### src/rtl/iar_pkg.sv
// Shared constants and types for the inductive angle readout controller
package iar_pkg;

    // ----------------------------------------
    // Clock and timing
    // ----------------------------------------
    localparam int unsigned CLK_HZ = 10_000_000;
    localparam int unsigned STARTUP_DELAY_US = 100;
    localparam int unsigned COIL_TEST_US = 50;
    localparam int unsigned WAKE_WINDOW_US = 20;
    localparam int unsigned STARTUP_CYCLES = (STARTUP_DELAY_US * CLK_HZ + 999_999) / 1_000_000;
    localparam int unsigned COIL_TEST_CYCLES = (COIL_TEST_US * CLK_HZ + 999_999) / 1_000_000;
    localparam int unsigned WAKE_WINDOW_CYCLES = (WAKE_WINDOW_US * CLK_HZ + 999_999) / 1_000_000;
    localparam int unsigned US_TICK_CYCLES = CLK_HZ / 1_000_000;
    localparam int unsigned TIMER_W = 16;

    // ----------------------------------------
    // Register indices (byte address = 4 * index)
    // ----------------------------------------
    localparam logic [7:0] IDX_DIGITAL_CONTROL = 8'h03;
    localparam logic [7:0] IDX_SENSOR_STATUS = 8'h04;
    localparam logic [7:0] IDX_ANGLE = 8'h05;
    localparam logic [7:0] IDX_TURNS = 8'h06;
    localparam logic [7:0] IDX_VELOCITY = 8'h07;
    localparam logic [7:0] IDX_VELOCITY_GAIN = 8'h08;
    localparam logic [7:0] IDX_ACCEL_GAIN = 8'h09;
    localparam logic [7:0] IDX_WAKE_PERIOD = 8'h0A;

    // ----------------------------------------
    // Field positions and reset values
    // ----------------------------------------
    localparam int unsigned CTL_BYPASS_BIT = 15;
    localparam int unsigned CTL_TRIGGER_BIT = 13;
    localparam int unsigned CTL_SKIP_BIT = 12;
    localparam int unsigned CTL_SHIFT_LSB = 0;
    localparam int unsigned STS_OPEN_COIL_BIT = 13;
    localparam int unsigned STS_BATTERY_BIT = 0;
    localparam int unsigned STS_BUSY_BIT = 1;
    localparam int unsigned STS_ASLEEP_BIT = 2;
    localparam logic [15:0] CTL_RESET = 16'h0000;
    localparam logic [15:0] GAIN_RESET = 16'h0000;
    localparam logic [15:0] WAKE_PERIOD_RESET = 16'h03E8;

    // ----------------------------------------
    // Data formats
    // ----------------------------------------
    localparam int unsigned ANGLE_W = 20;
    localparam int unsigned TURN_W = 24;
    localparam int unsigned VEL_W = 20;
    localparam int unsigned COIL_N = 8;
    localparam logic [1:0] RESP_OKAY = 2'b00;
    localparam logic [1:0] RESP_DECERR = 2'b11;

    typedef struct packed {
        logic [ANGLE_W-1:0] angle;
        logic signed [TURN_W-1:0] turns;
        logic signed [VEL_W-1:0] velocity;
    } iar_position_t;

    typedef struct packed {
        logic valid;
        logic [ANGLE_W-1:0] angle;
        logic signed [VEL_W-1:0] velocity;
    } iar_sample_t;

endpackage

### src/rtl/iar_ctrl.sv
// Angle readout, open-coil test, extrapolation and battery wake control
module iar_ctrl
    import iar_pkg::*;
(
    // Clock and reset
    input wire logic core_clk,
    input wire logic sys_rst,
    // AXI4-Lite slave
    input wire logic [31:0] s_axi_awaddr,
    input wire logic s_axi_awvalid,
    output logic s_axi_awready,
    input wire logic [31:0] s_axi_wdata,
    input wire logic [3:0] s_axi_wstrb,
    input wire logic s_axi_wvalid,
    output logic s_axi_wready,
    output logic [1:0] s_axi_bresp,
    output logic s_axi_bvalid,
    input wire logic s_axi_bready,
    input wire logic [31:0] s_axi_araddr,
    input wire logic s_axi_arvalid,
    output logic s_axi_arready,
    output logic [31:0] s_axi_rdata,
    output logic [1:0] s_axi_rresp,
    output logic s_axi_rvalid,
    input wire logic s_axi_rready,
    // Front end sample stream
    input wire iar_sample_t frontSample,
    // Pins
    input wire logic [COIL_N-1:0] receiveCoilInputs,
    input wire logic mainBelowBattery,
    // Status outputs
    output logic coilTestActive,
    output logic batteryMode,
    output logic frontEndSleep,
    output iar_position_t positionOut
);

    // ----------------------------------------
    // Pin synchronisers
    // ----------------------------------------
    logic [COIL_N:0] pinRaw;
    logic [COIL_N:0] pinStage1_reg;
    logic [COIL_N:0] pinStage2_reg;
    logic [COIL_N:0] pinStage3_reg;
    logic [COIL_N:0] pinFilt_reg;
    assign pinRaw = {mainBelowBattery, receiveCoilInputs};

    genvar gi;
    generate
        for (gi = 0; gi <= COIL_N; gi++) begin : gSync
            always_ff @(posedge core_clk) begin
                if (sys_rst) begin
                    pinStage1_reg[gi] <= 1'b0;
                    pinStage2_reg[gi] <= 1'b0;
                    pinStage3_reg[gi] <= 1'b0;
                    pinFilt_reg[gi] <= 1'b0;
                end else begin
                    pinStage1_reg[gi] <= pinRaw[gi];
                    pinStage2_reg[gi] <= pinStage1_reg[gi];
                    pinStage3_reg[gi] <= pinStage2_reg[gi];
                    // A change counts only once two stages agree
                    if (pinStage2_reg[gi] == pinStage3_reg[gi]) begin
                        pinFilt_reg[gi] <= pinStage3_reg[gi];
                    end
                end
            end
        end
    endgenerate

    wire [COIL_N-1:0] coilOpenFilt = pinFilt_reg[COIL_N-1:0];
    wire supplyLow = pinFilt_reg[COIL_N];

    // ----------------------------------------
    // Register bus
    // ----------------------------------------
    logic awHeld_reg, wHeld_reg, bValid_reg, rValid_reg;
    logic [31:0] awAddr_reg, wData_reg, rData_reg;
    logic [3:0] wStrb_reg;
    logic [1:0] bResp_reg, rResp_reg;
    logic [15:0] control_reg, velGain_reg, accGain_reg, wakePeriod_reg;
    logic openCoil_reg, testBusy;

    wire awTake = s_axi_awvalid && s_axi_awready;
    wire wTake = s_axi_wvalid && s_axi_wready;
    wire arTake = s_axi_arvalid && s_axi_arready;
    wire doWrite = awHeld_reg && wHeld_reg && !bValid_reg;
    wire [7:0] wrIdx = awAddr_reg[9:2];
    wire [7:0] rdIdx = s_axi_araddr[9:2];
    wire wrHigh = (awAddr_reg[31:10] != 22'h000000);
    wire rdHigh = (s_axi_araddr[31:10] != 22'h000000);
    wire wrCtl = doWrite && !wrHigh && wrIdx == IDX_DIGITAL_CONTROL;
    wire wrVg = doWrite && !wrHigh && wrIdx == IDX_VELOCITY_GAIN;
    wire wrAg = doWrite && !wrHigh && wrIdx == IDX_ACCEL_GAIN;
    wire wrWp = doWrite && !wrHigh && wrIdx == IDX_WAKE_PERIOD;
    wire wrStatusRo = doWrite && !wrHigh && (wrIdx >= IDX_SENSOR_STATUS) && (wrIdx <= IDX_VELOCITY);
    wire wrMapped = wrCtl || wrVg || wrAg || wrWp || wrStatusRo;
    wire [15:0] byteMask = {{8{wStrb_reg[1]}}, {8{wStrb_reg[0]}}};

    function automatic logic [15:0] merge16(input logic [15:0] old, input logic [15:0] val,
                                            input logic [15:0] mask);
        merge16 = (old & ~mask) | (val & mask);
    endfunction

    // Trigger: a written one starts the test; ignored while one already runs
    // write starts test
    wire testStart = wrCtl && wStrb_reg[1] && wData_reg[CTL_TRIGGER_BIT] && !testBusy;

    assign s_axi_awready = !awHeld_reg && !bValid_reg;
    assign s_axi_wready = !wHeld_reg && !bValid_reg;
    assign s_axi_bvalid = bValid_reg;
    assign s_axi_bresp = bResp_reg;
    assign s_axi_arready = !rValid_reg;
    assign s_axi_rvalid = rValid_reg;
    assign s_axi_rdata = rData_reg;
    assign s_axi_rresp = rResp_reg;

    always_ff @(posedge core_clk) begin
        if (sys_rst) begin
            awHeld_reg <= 1'b0;
            wHeld_reg <= 1'b0;
            bValid_reg <= 1'b0;
            awAddr_reg <= 32'h00000000;
            wData_reg <= 32'h00000000;
            wStrb_reg <= 4'h0;
            bResp_reg <= RESP_OKAY;
        end else begin
            if (awTake) begin
                awHeld_reg <= 1'b1;
                awAddr_reg <= s_axi_awaddr;
            end
            if (wTake) begin
                wHeld_reg <= 1'b1;
                wData_reg <= s_axi_wdata;
                wStrb_reg <= s_axi_wstrb;
            end
            if (doWrite) begin
                awHeld_reg <= 1'b0;
                wHeld_reg <= 1'b0;
                bValid_reg <= 1'b1;
                bResp_reg <= wrMapped ? RESP_OKAY : RESP_DECERR;
            end else if (bValid_reg && s_axi_bready) begin
                bValid_reg <= 1'b0;
            end
        end
    end

    // Trigger bit is never stored; it reflects the running test
    always_ff @(posedge core_clk) begin
        if (sys_rst) begin
            control_reg <= CTL_RESET;
            velGain_reg <= GAIN_RESET;
            accGain_reg <= GAIN_RESET;
            wakePeriod_reg <= WAKE_PERIOD_RESET;
        end else begin
            if (wrCtl) begin
                control_reg <= merge16(control_reg, wData_reg[15:0], byteMask) & ~(16'h0001 << CTL_TRIGGER_BIT);
            end
            if (wrVg) begin
                velGain_reg <= merge16(velGain_reg, wData_reg[15:0], byteMask);
            end
            if (wrAg) begin
                accGain_reg <= merge16(accGain_reg, wData_reg[15:0], byteMask);
            end
            if (wrWp) begin
                wakePeriod_reg <= merge16(wakePeriod_reg, wData_reg[15:0], byteMask);
            end
        end
    end

    // ----------------------------------------
    // Read decode
    // ----------------------------------------
    logic [15:0] statusWord, controlView;
    logic [31:0] rdValue;
    logic rdMapped;
    assign controlView = control_reg | ({15'h0000, testBusy} << CTL_TRIGGER_BIT);
    assign statusWord = ({15'h0000, openCoil_reg} << STS_OPEN_COIL_BIT)
                      | ({15'h0000, testBusy} << STS_BUSY_BIT)
                      | ({15'h0000, batteryMode} << STS_BATTERY_BIT)
                      | ({15'h0000, frontEndSleep} << STS_ASLEEP_BIT);

    always_comb begin
        rdValue = 32'h00000000;
        rdMapped = !rdHigh;
        case (rdIdx)
            IDX_DIGITAL_CONTROL: rdValue = {16'h0000, controlView};
            IDX_SENSOR_STATUS: rdValue = {16'h0000, statusWord};
            IDX_ANGLE: rdValue = {12'h000, positionOut.angle};
            IDX_TURNS: rdValue = {{8{positionOut.turns[TURN_W-1]}}, positionOut.turns};
            IDX_VELOCITY: rdValue = {{12{positionOut.velocity[VEL_W-1]}}, positionOut.velocity};
            IDX_VELOCITY_GAIN: rdValue = {16'h0000, velGain_reg};
            IDX_ACCEL_GAIN: rdValue = {16'h0000, accGain_reg};
            IDX_WAKE_PERIOD: rdValue = {16'h0000, wakePeriod_reg};
            default: rdMapped = 1'b0;
        endcase
    end

    always_ff @(posedge core_clk) begin
        if (sys_rst) begin
            rValid_reg <= 1'b0;
            rData_reg <= 32'h00000000;
            rResp_reg <= RESP_OKAY;
        end else if (arTake) begin
            rValid_reg <= 1'b1;
            rData_reg <= rdMapped ? rdValue : 32'h00000000;
            rResp_reg <= rdMapped ? RESP_OKAY : RESP_DECERR;
        end else if (rValid_reg && s_axi_rready) begin
            rValid_reg <= 1'b0;
        end
    end

    // ----------------------------------------
    // Open-coil test sequencer
    // ----------------------------------------
    typedef enum logic [1:0] {TST_STARTUP, TST_IDLE, TST_RUN} iar_test_state_t;
    iar_test_state_t testState_reg;
    logic [TIMER_W-1:0] testTimer_reg;
    assign testBusy = (testState_reg == TST_RUN);
    assign coilTestActive = testBusy;

    always_ff @(posedge core_clk) begin
        if (sys_rst) begin
            testState_reg <= TST_STARTUP;
            testTimer_reg <= '0;
            openCoil_reg <= 1'b0;
        end else begin
            case (testState_reg)
                TST_STARTUP: begin
                    // Waits so firmware can load the skip bit first
                    if (testStart || testTimer_reg == TIMER_W'(STARTUP_CYCLES - 1)) begin
                        testTimer_reg <= '0;
                        testState_reg <= (control_reg[CTL_SKIP_BIT] && !testStart) ? TST_IDLE : TST_RUN;
                    end else begin
                        testTimer_reg <= testTimer_reg + 1'b1;
                    end
                end
                TST_IDLE: begin
                    if (testStart) begin
                        testTimer_reg <= '0;
                        testState_reg <= TST_RUN;
                    end
                end
                TST_RUN: begin
                    if (testTimer_reg == TIMER_W'(COIL_TEST_CYCLES - 1)) begin
                        testTimer_reg <= '0;
                        openCoil_reg <= |coilOpenFilt;
                        testState_reg <= TST_IDLE;
                    end else begin
                        testTimer_reg <= testTimer_reg + 1'b1;
                    end
                end
                default: testState_reg <= TST_IDLE;
            endcase
        end
    end

    // ----------------------------------------
    // Battery wake sequencer
    // ----------------------------------------
    typedef enum logic [1:0] {BAT_MAIN, BAT_SLEEP, BAT_AWAKE} iar_bat_state_t;
    iar_bat_state_t batState_reg;
    logic [3:0] usDiv_reg;
    logic [TIMER_W-1:0] batTimer_reg;
    wire usTick = (usDiv_reg == 4'(US_TICK_CYCLES - 1));
    assign batteryMode = (batState_reg != BAT_MAIN);
    assign frontEndSleep = (batState_reg == BAT_SLEEP);

    always_ff @(posedge core_clk) begin
        if (sys_rst) begin
            usDiv_reg <= 4'h0;
        end else begin
            usDiv_reg <= usTick ? 4'h0 : usDiv_reg + 4'h1;
        end
    end

    always_ff @(posedge core_clk) begin
        if (sys_rst) begin
            batState_reg <= BAT_MAIN;
            batTimer_reg <= '0;
        end else if (!supplyLow) begin
            batState_reg <= BAT_MAIN;
            batTimer_reg <= '0;
        end else begin
            case (batState_reg)
                BAT_MAIN: begin
                    batTimer_reg <= '0;
                    batState_reg <= BAT_SLEEP;
                end
                BAT_SLEEP: begin
                    if (usTick) begin
                        if (batTimer_reg >= wakePeriod_reg - 16'h0001) begin
                            batTimer_reg <= '0;
                            batState_reg <= BAT_AWAKE;
                        end else begin
                            batTimer_reg <= batTimer_reg + 1'b1;
                        end
                    end
                end
                BAT_AWAKE: begin
                    // Back to sleep after one sample or a bounded window
                    if (frontSample.valid || batTimer_reg == TIMER_W'(WAKE_WINDOW_CYCLES - 1)) begin
                        batTimer_reg <= '0;
                        batState_reg <= BAT_SLEEP;
                    end else begin
                        batTimer_reg <= batTimer_reg + 1'b1;
                    end
                end
                default: batState_reg <= BAT_MAIN;
            endcase
        end
    end

    // ----------------------------------------
    // Turn count, filters and extrapolation
    // ----------------------------------------
    logic [ANGLE_W-1:0] rawAngle_reg, angleLpf_reg;
    logic signed [VEL_W-1:0] rawVel_reg, velLpf_reg, accLpf_reg;
    logic signed [TURN_W-1:0] turns_reg;
    wire [2:0] lpfShift = control_reg[CTL_SHIFT_LSB +: 3];
    wire takeSample = frontSample.valid && !frontEndSleep;
    wire wrapUp = (rawAngle_reg[ANGLE_W-1 -: 2] == 2'b11) && (frontSample.angle[ANGLE_W-1 -: 2] == 2'b00);
    wire wrapDown = (rawAngle_reg[ANGLE_W-1 -: 2] == 2'b00) && (frontSample.angle[ANGLE_W-1 -: 2] == 2'b11);
    // Angle error wraps modulo one revolution
    wire signed [ANGLE_W-1:0] angErr = signed'(frontSample.angle - angleLpf_reg);
    wire signed [VEL_W:0] velErr = VEL_W'(0) + (21'(signed'(frontSample.velocity)) - 21'(velLpf_reg));
    wire signed [VEL_W:0] velStep = velErr >>> lpfShift;
    wire signed [VEL_W-1:0] velLpfNext = VEL_W'(21'(velLpf_reg) + velStep);
    wire signed [VEL_W:0] accRaw = 21'(velLpfNext) - 21'(velLpf_reg);
    wire signed [VEL_W:0] accStep = (accRaw - 21'(accLpf_reg)) >>> lpfShift;
    wire signed [35:0] velTerm = signed'(velGain_reg) * velLpf_reg;
    wire signed [35:0] accTerm = signed'(accGain_reg) * accLpf_reg;
    wire [ANGLE_W-1:0] extAngle = angleLpf_reg + velTerm[35:16] + accTerm[35:16];
    wire [ANGLE_W-1:0] reportAngle = control_reg[CTL_BYPASS_BIT] ? rawAngle_reg : extAngle;

    always_ff @(posedge core_clk) begin
        if (sys_rst) begin
            rawAngle_reg <= '0;
            angleLpf_reg <= '0;
            rawVel_reg <= '0;
            velLpf_reg <= '0;
            accLpf_reg <= '0;
            turns_reg <= '0;
        end else if (takeSample) begin
            // angle kept as 20-bit fraction of a turn
            rawAngle_reg <= frontSample.angle;
            angleLpf_reg <= angleLpf_reg + ANGLE_W'(angErr >>> lpfShift);
            // velocity passes in its native scale
            rawVel_reg <= frontSample.velocity;
            velLpf_reg <= velLpfNext;
            accLpf_reg <= VEL_W'(21'(accLpf_reg) + accStep);
            if (wrapUp) begin
                turns_reg <= turns_reg + 24'sh000001;
            end else if (wrapDown) begin
                turns_reg <= turns_reg - 24'sh000001;
            end
        end
    end

    // velocity word keeps 2^29 per rev/us scale
    always_ff @(posedge core_clk) begin
        if (sys_rst) begin
            positionOut <= '0;
        end else begin
            positionOut.angle <= reportAngle;
            positionOut.turns <= turns_reg;
            positionOut.velocity <= rawVel_reg;
        end
    end

endmodule

### config.mk
export PLATFORM = sky130hd
export DESIGN_NAME = iar_ctrl
export DESIGN_NICKNAME = d
export VERILOG_FILES = /design/src/rtl/iar_pkg.sv /design/src/rtl/iar_ctrl.sv
export SDC_FILE = /design/constraint.sdc
export NUM_CORES = 2
export LEC_CHECK = 0
export CORE_MARGIN = 2
export CORE_UTILIZATION = 55
export DETAILED_ROUTE_END_ITERATION = 6
export DONT_BUFFER_PORTS = 1
export PLACE_DENSITY_LB_ADDON = 0.08
export SYNTH_ARGS = -nofsm -noshare
export SYNTH_HDL_FRONTEND = slang
export SYNTH_SLANG_ARGS = --single-unit
### constraint.sdc
create_clock -name core_clk -period 24.3 [get_ports core_clk]
set_input_delay 2.43 -clock core_clk [delete_from_list [all_inputs] [get_ports core_clk]]
set_output_delay 2.43 -clock core_clk [all_outputs]
set_load 0.005 [all_outputs]
# [After elaboration in Yosys (flattened, before gate mapping)]
# Index checks and enable logic that the tools add are counted.
[word_totals] output_inout_bits=108 inputBits=157 wordCells=230 ff_bits=418
[op_classes] n_shift=3 multipliers=2 n_eq_ne=37 muxes=29 add_sub_neg=15 n_bitwise=15 reduce_logical=61 order_cmp=3
[ops] cell="case mux 32 bit (8 select lines)" count=1
[ops] cell="adder 20 bit" count=5
[ops] cell="2-to-1 mux 16 bit" count=6
[ops] cell="case mux 16 bit (3 select lines)" count=2
[ops] cell="AND 16 bit" count=5
[ops] cell="multiplier 16 x 20 -> 36 bit" count=2
[ops] cell="OR 16 bit" count=4
[ops] cell="== test 8 x 4 -> 1 bit (second input constant)" count=6
[ops] cell="2-to-1 mux 24 bit" count=2
[ops] cell="nonzero test 22 bit" count=2
[ops] cell=">>> shifter 21 x 3 -> 20 bit" count=2
[ops] cell="subtractor 20 x 20 -> 21 bit" count=2
[ops] cell="adder 16 x 1 -> 16 bit (second input constant)" count=2
[ops] cell="== test 8 x 3 -> 1 bit (second input constant)" count=4
[ops] cell="2-to-1 mux 32 bit" count=1
[ops] cell="adder 24 x 2 -> 24 bit (second input constant)" count=1
[ops] cell="subtractor 24 x 2 -> 24 bit (second input constant)" count=1
[ops] cell="logical AND 1 bit" count=23
[ops] cell="subtractor 21 x 20 -> 21 bit" count=1
[ops] cell="2-to-1 mux 20 bit" count=1
[ops] cell=">>> shifter 20 x 3 -> 20 bit" count=1
[ops] cell="subtractor 20 bit" count=1
[ops] cell="2-to-1 mux 2 bit" count=9
[ops] cell="== test 16 x 10 -> 1 bit (second input constant)" count=1
[ops] cell="31 further kinds" count=80

# [Longest topological paths before layout]
[depth] ltp_word=12 depth_mapped=48 ltp_nobuf=48

# [Least setup slack after synthesis]
# No wires, ideal clock.
[synth_timing] kind="input to register" startpoint="input frontSample[0] (netlist name)" endpoint="register accLpf_reg[19]" arrival_ns=10.837 setup_ns=0.132 setup_slack_ns=13.331 n_path_buf=0 t_required_ns=24.168 stages=48 path_cell_list="inv_1 ha_1 fa_1 nor2b_1 o21ai_1 a21boi_1 o21a_1 nor2_1 xnor2_1 mux2_2 nor2_1 a21oi_1 o21ai_0 inv_1 ha_1 fa_1 a21o_1 a21oi_1 [12 not listed] o211ai_1 and2_1 a31oi_1 xnor2_1 mux2_2 nand2_1 o21ai_1 mux2_2 ha_1 nor2b_1 o21ai_0 nand3_1 o41ai_2 o21ai_0 a31oi_1 xnor2_1 a21o_1 a21oi_1"
[synth_between] elab_chain_len=7
[synth_lines] item="start: declaration" line_no="iar_ctrl.sv:27" source="input wire iar_sample_t frontSample,"
[synth_lines] item="subtractor 20 x 20 -> 21 bit" line_no="iar_ctrl.sv:325" source="wire signed [VEL_W:0] velErr = VEL_W'(0) + (21'(signed'(frontSample.velocity)) - 21'(velLpf_reg));"
[synth_lines] item=">>> shifter 21 x 3 -> 20 bit" line_no="iar_ctrl.sv:326" source="wire signed [VEL_W:0] velStep = velErr >>> lpfShift;"
[synth_lines] item="adder 20 bit" line_no="iar_ctrl.sv:327" source="wire signed [VEL_W-1:0] velLpfNext = VEL_W'(21'(velLpf_reg) + velStep);"
[synth_lines] item="named net velLpfNext[14]" line_no="iar_ctrl.sv:327"
[synth_lines] item="subtractor 20 x 20 -> 21 bit" line_no="iar_ctrl.sv:328" source="wire signed [VEL_W:0] accRaw = 21'(velLpfNext) - 21'(velLpf_reg);"
[synth_lines] item="subtractor 21 x 20 -> 21 bit" line_no="iar_ctrl.sv:329" source="wire signed [VEL_W:0] accStep = (accRaw - 21'(accLpf_reg)) >>> lpfShift;"
[synth_lines] item=">>> shifter 21 x 3 -> 20 bit" line_no="iar_ctrl.sv:329"
[synth_lines] item="adder 20 bit" line_no="iar_ctrl.sv:350" source="accLpf_reg <= VEL_W'(21'(accLpf_reg) + accStep);"
[synth_lines] item="end signal: assignment" line_no="iar_ctrl.sv:350"
[synth_lines] item="end: declaration" line_no="iar_ctrl.sv:317" source="logic signed [VEL_W-1:0] rawVel_reg, velLpf_reg, accLpf_reg;"
# The timed path passes the listed nets, and every way through them passes these cells.
# A chain may end at the register's enable or synchronous reset.

# [Worst setup path after layout]
# Same ends and word-level chain as after synthesis.

==> flow_metrics.env <==
export IMPL_crit_start="frontSample[0]"
export IMPL_hold_viol=0
export IMPL_cp_start_kind="primary input"
export IMPL_start_util_pct=55.3
export IMPL_timing_setup_tns_ns=0
export IMPL_io_pins=265
export IMPL_syn_inst=5602
export IMPL_hold_ws_ns=0.439
export IMPL_postCtsSetupBuffers=0
export IMPL_hold_path_startpoint="pinStage1_reg[3]$_SDFF_PP0_"
export IMPL_yosys_warnings=0
export IMPL_rsz0062_at_grt="false"
export IMPL_firstDrtPassIters=7
export IMPL_max_freq_mhz=83.5
export IMPL_clk_pin_slew_ns=0.06
export IMPL_max_cap_viol_count=0
export IMPL_dp_hpwl_um=105000
export IMPL_grt_pass1_vias=37200
export IMPL_layout_nets=6657
export IMPL_cp_arrival_ns=12.50
export IMPL_die_width_um=299
export IMPL_p_per_area_nw_per_um2=118
export IMPL_grt_overflow=0
export IMPL_synthArstFlopShare_pct=0
export IMPL_synth_top_area_cell="fa_1"
export IMPL_fin_skew_ns=0.0518
export IMPL_via_per_inst=5.62
export IMPL_routed_wl_um=135000
export IMPL_syn_area_per_cell_um2=8.56
export IMPL_syn_to_final_growth_pct=5.15
export IMPL_synth_fp_nets=6800
export IMPL_met3RoutedLength_um=10300
export IMPL_relSlewSlack_pct=18.2
export IMPL_top_layer_used="met5"
export IMPL_synth_top_area_share_pct=28.4
export IMPL_ys_seq_area_share_pct=17.0
export IMPL_drt_iter0_markers=2834
export IMPL_ys_top_cells_by_area="fa_1 28%, dfxtp_1 17%, ha_1 9.4%"
export IMPL_core_area_um2=86600
export IMPL_wl_met1_um=57700
export IMPL_wl_per_cell_um=20.3
export IMPL_grt_usage_pct=30.7
export IMPL_path_class="primary input to register"
export IMPL_report_final_slew_viol_count=0
export IMPL_antenna_found_initial=2
export IMPL_required_ns=24.82
export IMPL_worstPathMaxFanout=4
export IMPL_routed_wl_met2_um=60900
export IMPL_port_buffer_count=0
export IMPL_synth_seq_cells=406
export IMPL_diodes=0
export IMPL_ys_top_cells_by_count="895 x nand2_1, 786 x inv_1, 679 x fa_1, 406 x dfxtp_1, 394 x a21oi_1"
export IMPL_ir_worst_vdd_uv=229
export IMPL_synthFlopType="dfxtp_1"
export IMPL_htreeDepth=2
export IMPL_hold_path_class="register to register"
export IMPL_clock_sinks=406
export IMPL_grt_pass1_wl_um=214000
export IMPL_dieArea_um2=89500
export IMPL_die_h_um=299
export IMPL_gp_congestion=0.923
export IMPL_total_leakage_power_uw=0.0218
export IMPL_postRouteAntennaNets=0
export IMPL_syn_area_um2=47900
export IMPL_rows=108
export IMPL_max_stage_delay_ns=0.66
export IMPL_critPathMostFrequentCell="a21oi_1"
export IMPL_violations="DRC"
export IMPL_setup_violations=0
export IMPL_route_detailed_drc=6
export IMPL_clockRootBuffer="clkbuf_16"
export IMPL_cts_tree="built"
export IMPL_grt_max_degree=372
export IMPL_clockBufferDepth=3
export IMPL_clkLatencyLatePin_ns=0.65
export IMPL_vias=37400
export IMPL_period_needed_ns=11.98
export IMPL_synth_most_common_cell="nand2_1"
export IMPL_crit_slowest_cell="o21ai_0"
export IMPL_cts_hold_buf=0
export IMPL_ys_types=105
export IMPL_post_route_cells_drive_above_1_share_pct=4.28
export IMPL_cts_resized=0
export IMPL_reg2reg_from="velLpf_reg[3]$_SDFFE_PP0P_"
export IMPL_endpoint_kind="register"
export IMPL_tightestPinTransition_ns=1.22
export IMPL_synth_edf_count=0
export IMPL_status="finished, violations left"
export IMPL_min_period_over_period_pct=49.3
export IMPL_cts_buffers=45
==> layout by cell type, fill, tap and decap left out, types with 13 or more instances in the layout <==
| cell | count |
|---|---|
| dfxtp_1 | 403 |
| buf_4 | 69 |
| nand4_1 | 21 |
| xor2_1 | 74 |
| nor2b_1 | 100 |
| o211ai_1 | 19 |
| clkbuf_16 | 45 |
| nor3_1 | 54 |
| a222oi_1 | 14 |
| ha_1 | 362 |
| and3_1 | 31 |
| mux2_2 | 35 |
| o21ai_1 | 15 |
| xnor2_1 | 147 |
| a31oi_1 | 17 |
| a211o_1 | 14 |
| inv_1 | 786 |
| mux2i_1 | 122 |
| o21ai_0 | 150 |
| o21a_1 | 39 |
| a211oi_1 | 22 |
| nand2b_1 | 38 |
| a21oi_1 | 394 |
| nor4_1 | 23 |
| o21bai_1 | 13 |
| a21o_1 | 64 |
| fa_1 | 679 |
| nand3_1 | 38 |
| and2_1 | 235 |
| a22oi_1 | 18 |
| nand2_1 | 894 |
| nor2_1 | 326 |
==> critical path: cells and delay by family <==
| family | cells | cell delay [ns] |
|---|---|---|
| multiplexers | 3 | 0.90 |
| AO/OA/AOI/OAI | 22 | 4.64 |
| buffers and inverters | 2 | 0.13 |
| XOR/XNOR | 4 | 0.58 |
| adder cells (fa/ha/maj) | 7 | 2.42 |
| AND/OR/NAND/NOR | 10 | 1.39 |
==> path summary, 6_finish.rpt <==
check,slack [ns],cells after the start,to
max reg2reg,13.53,46,accLpf_reg[19]$_SDFFE_PP0P_
max,12.32,48,accLpf_reg[19]$_SDFFE_PP0P_
min,0.44,1,pinStage2_reg[3]$_SDFF_PP0_
min reg2reg,0.44,1,pinStage2_reg[3]$_SDFF_PP0_
==> area by class of cell <==
type / count / area [µm²]
multi-input combinational: 4148 / 35900
fill: 7977 / 36200
clock inverter: 23 / 295
inverter: 789 / 2960
clock buffer: 56 / 1210
sequential: 406 / 8130
timing repair buffer: 69 / 518
tap: 1155 / 1450
==> metal layers <==
| layer | global-route usage, % | vias to the layer above |
|---|---|---|
| met4 | 11.7 | 2 |
| li1 | - | 17600 |
| met3 | 5.97 | 228 |
| met2 | 48.6 | 1107 |
| met5 | 0 | - |
| met1 | 41.7 | 18400 |
==> cell families after synthesis <==
kind of cell / synth area share [%]
XOR/XNOR: 4.13
AND/OR/NAND/NOR: 17.5
multiplexers: 3.51
adder cells (fa/ha/maj): 37.8
flip-flops: 17.0
AO/OA/AOI/OAI: 11.7
buffers and inverters: 8.32
==> report_power, final <==
part | leakage [µW] | switching [µW] | internal (µW)
combinational | 0.0178 | 2450 | 1910
clock | 0.000745 | 311 | 400
sequential | 0.00331 | 121 | 736
==> through the flow <==
stage / setup slack (ns) / utilization, % / area [µm²] / power (µW) / std cells
2_1_floorplan: 13.33 / - / 47900 / 4350 / 5602
3_3_place_gp: 11.97 / 56.5 / 48900 / 5130 / 6567
3_5_place_dp: 11.92 / 56.5 / 48900 / 5160 / 6567
4_1_cts: 12.49 / 58.2 / 50400 / 5910 / 6646
5_1_grt: 11.49 / 58.2 / 50400 / 6540 / 6646
6_report: 12.32 / 58.2 / 50400 / 5930 / 6646
Note: power is estimated with default switching activity, not from simulation.
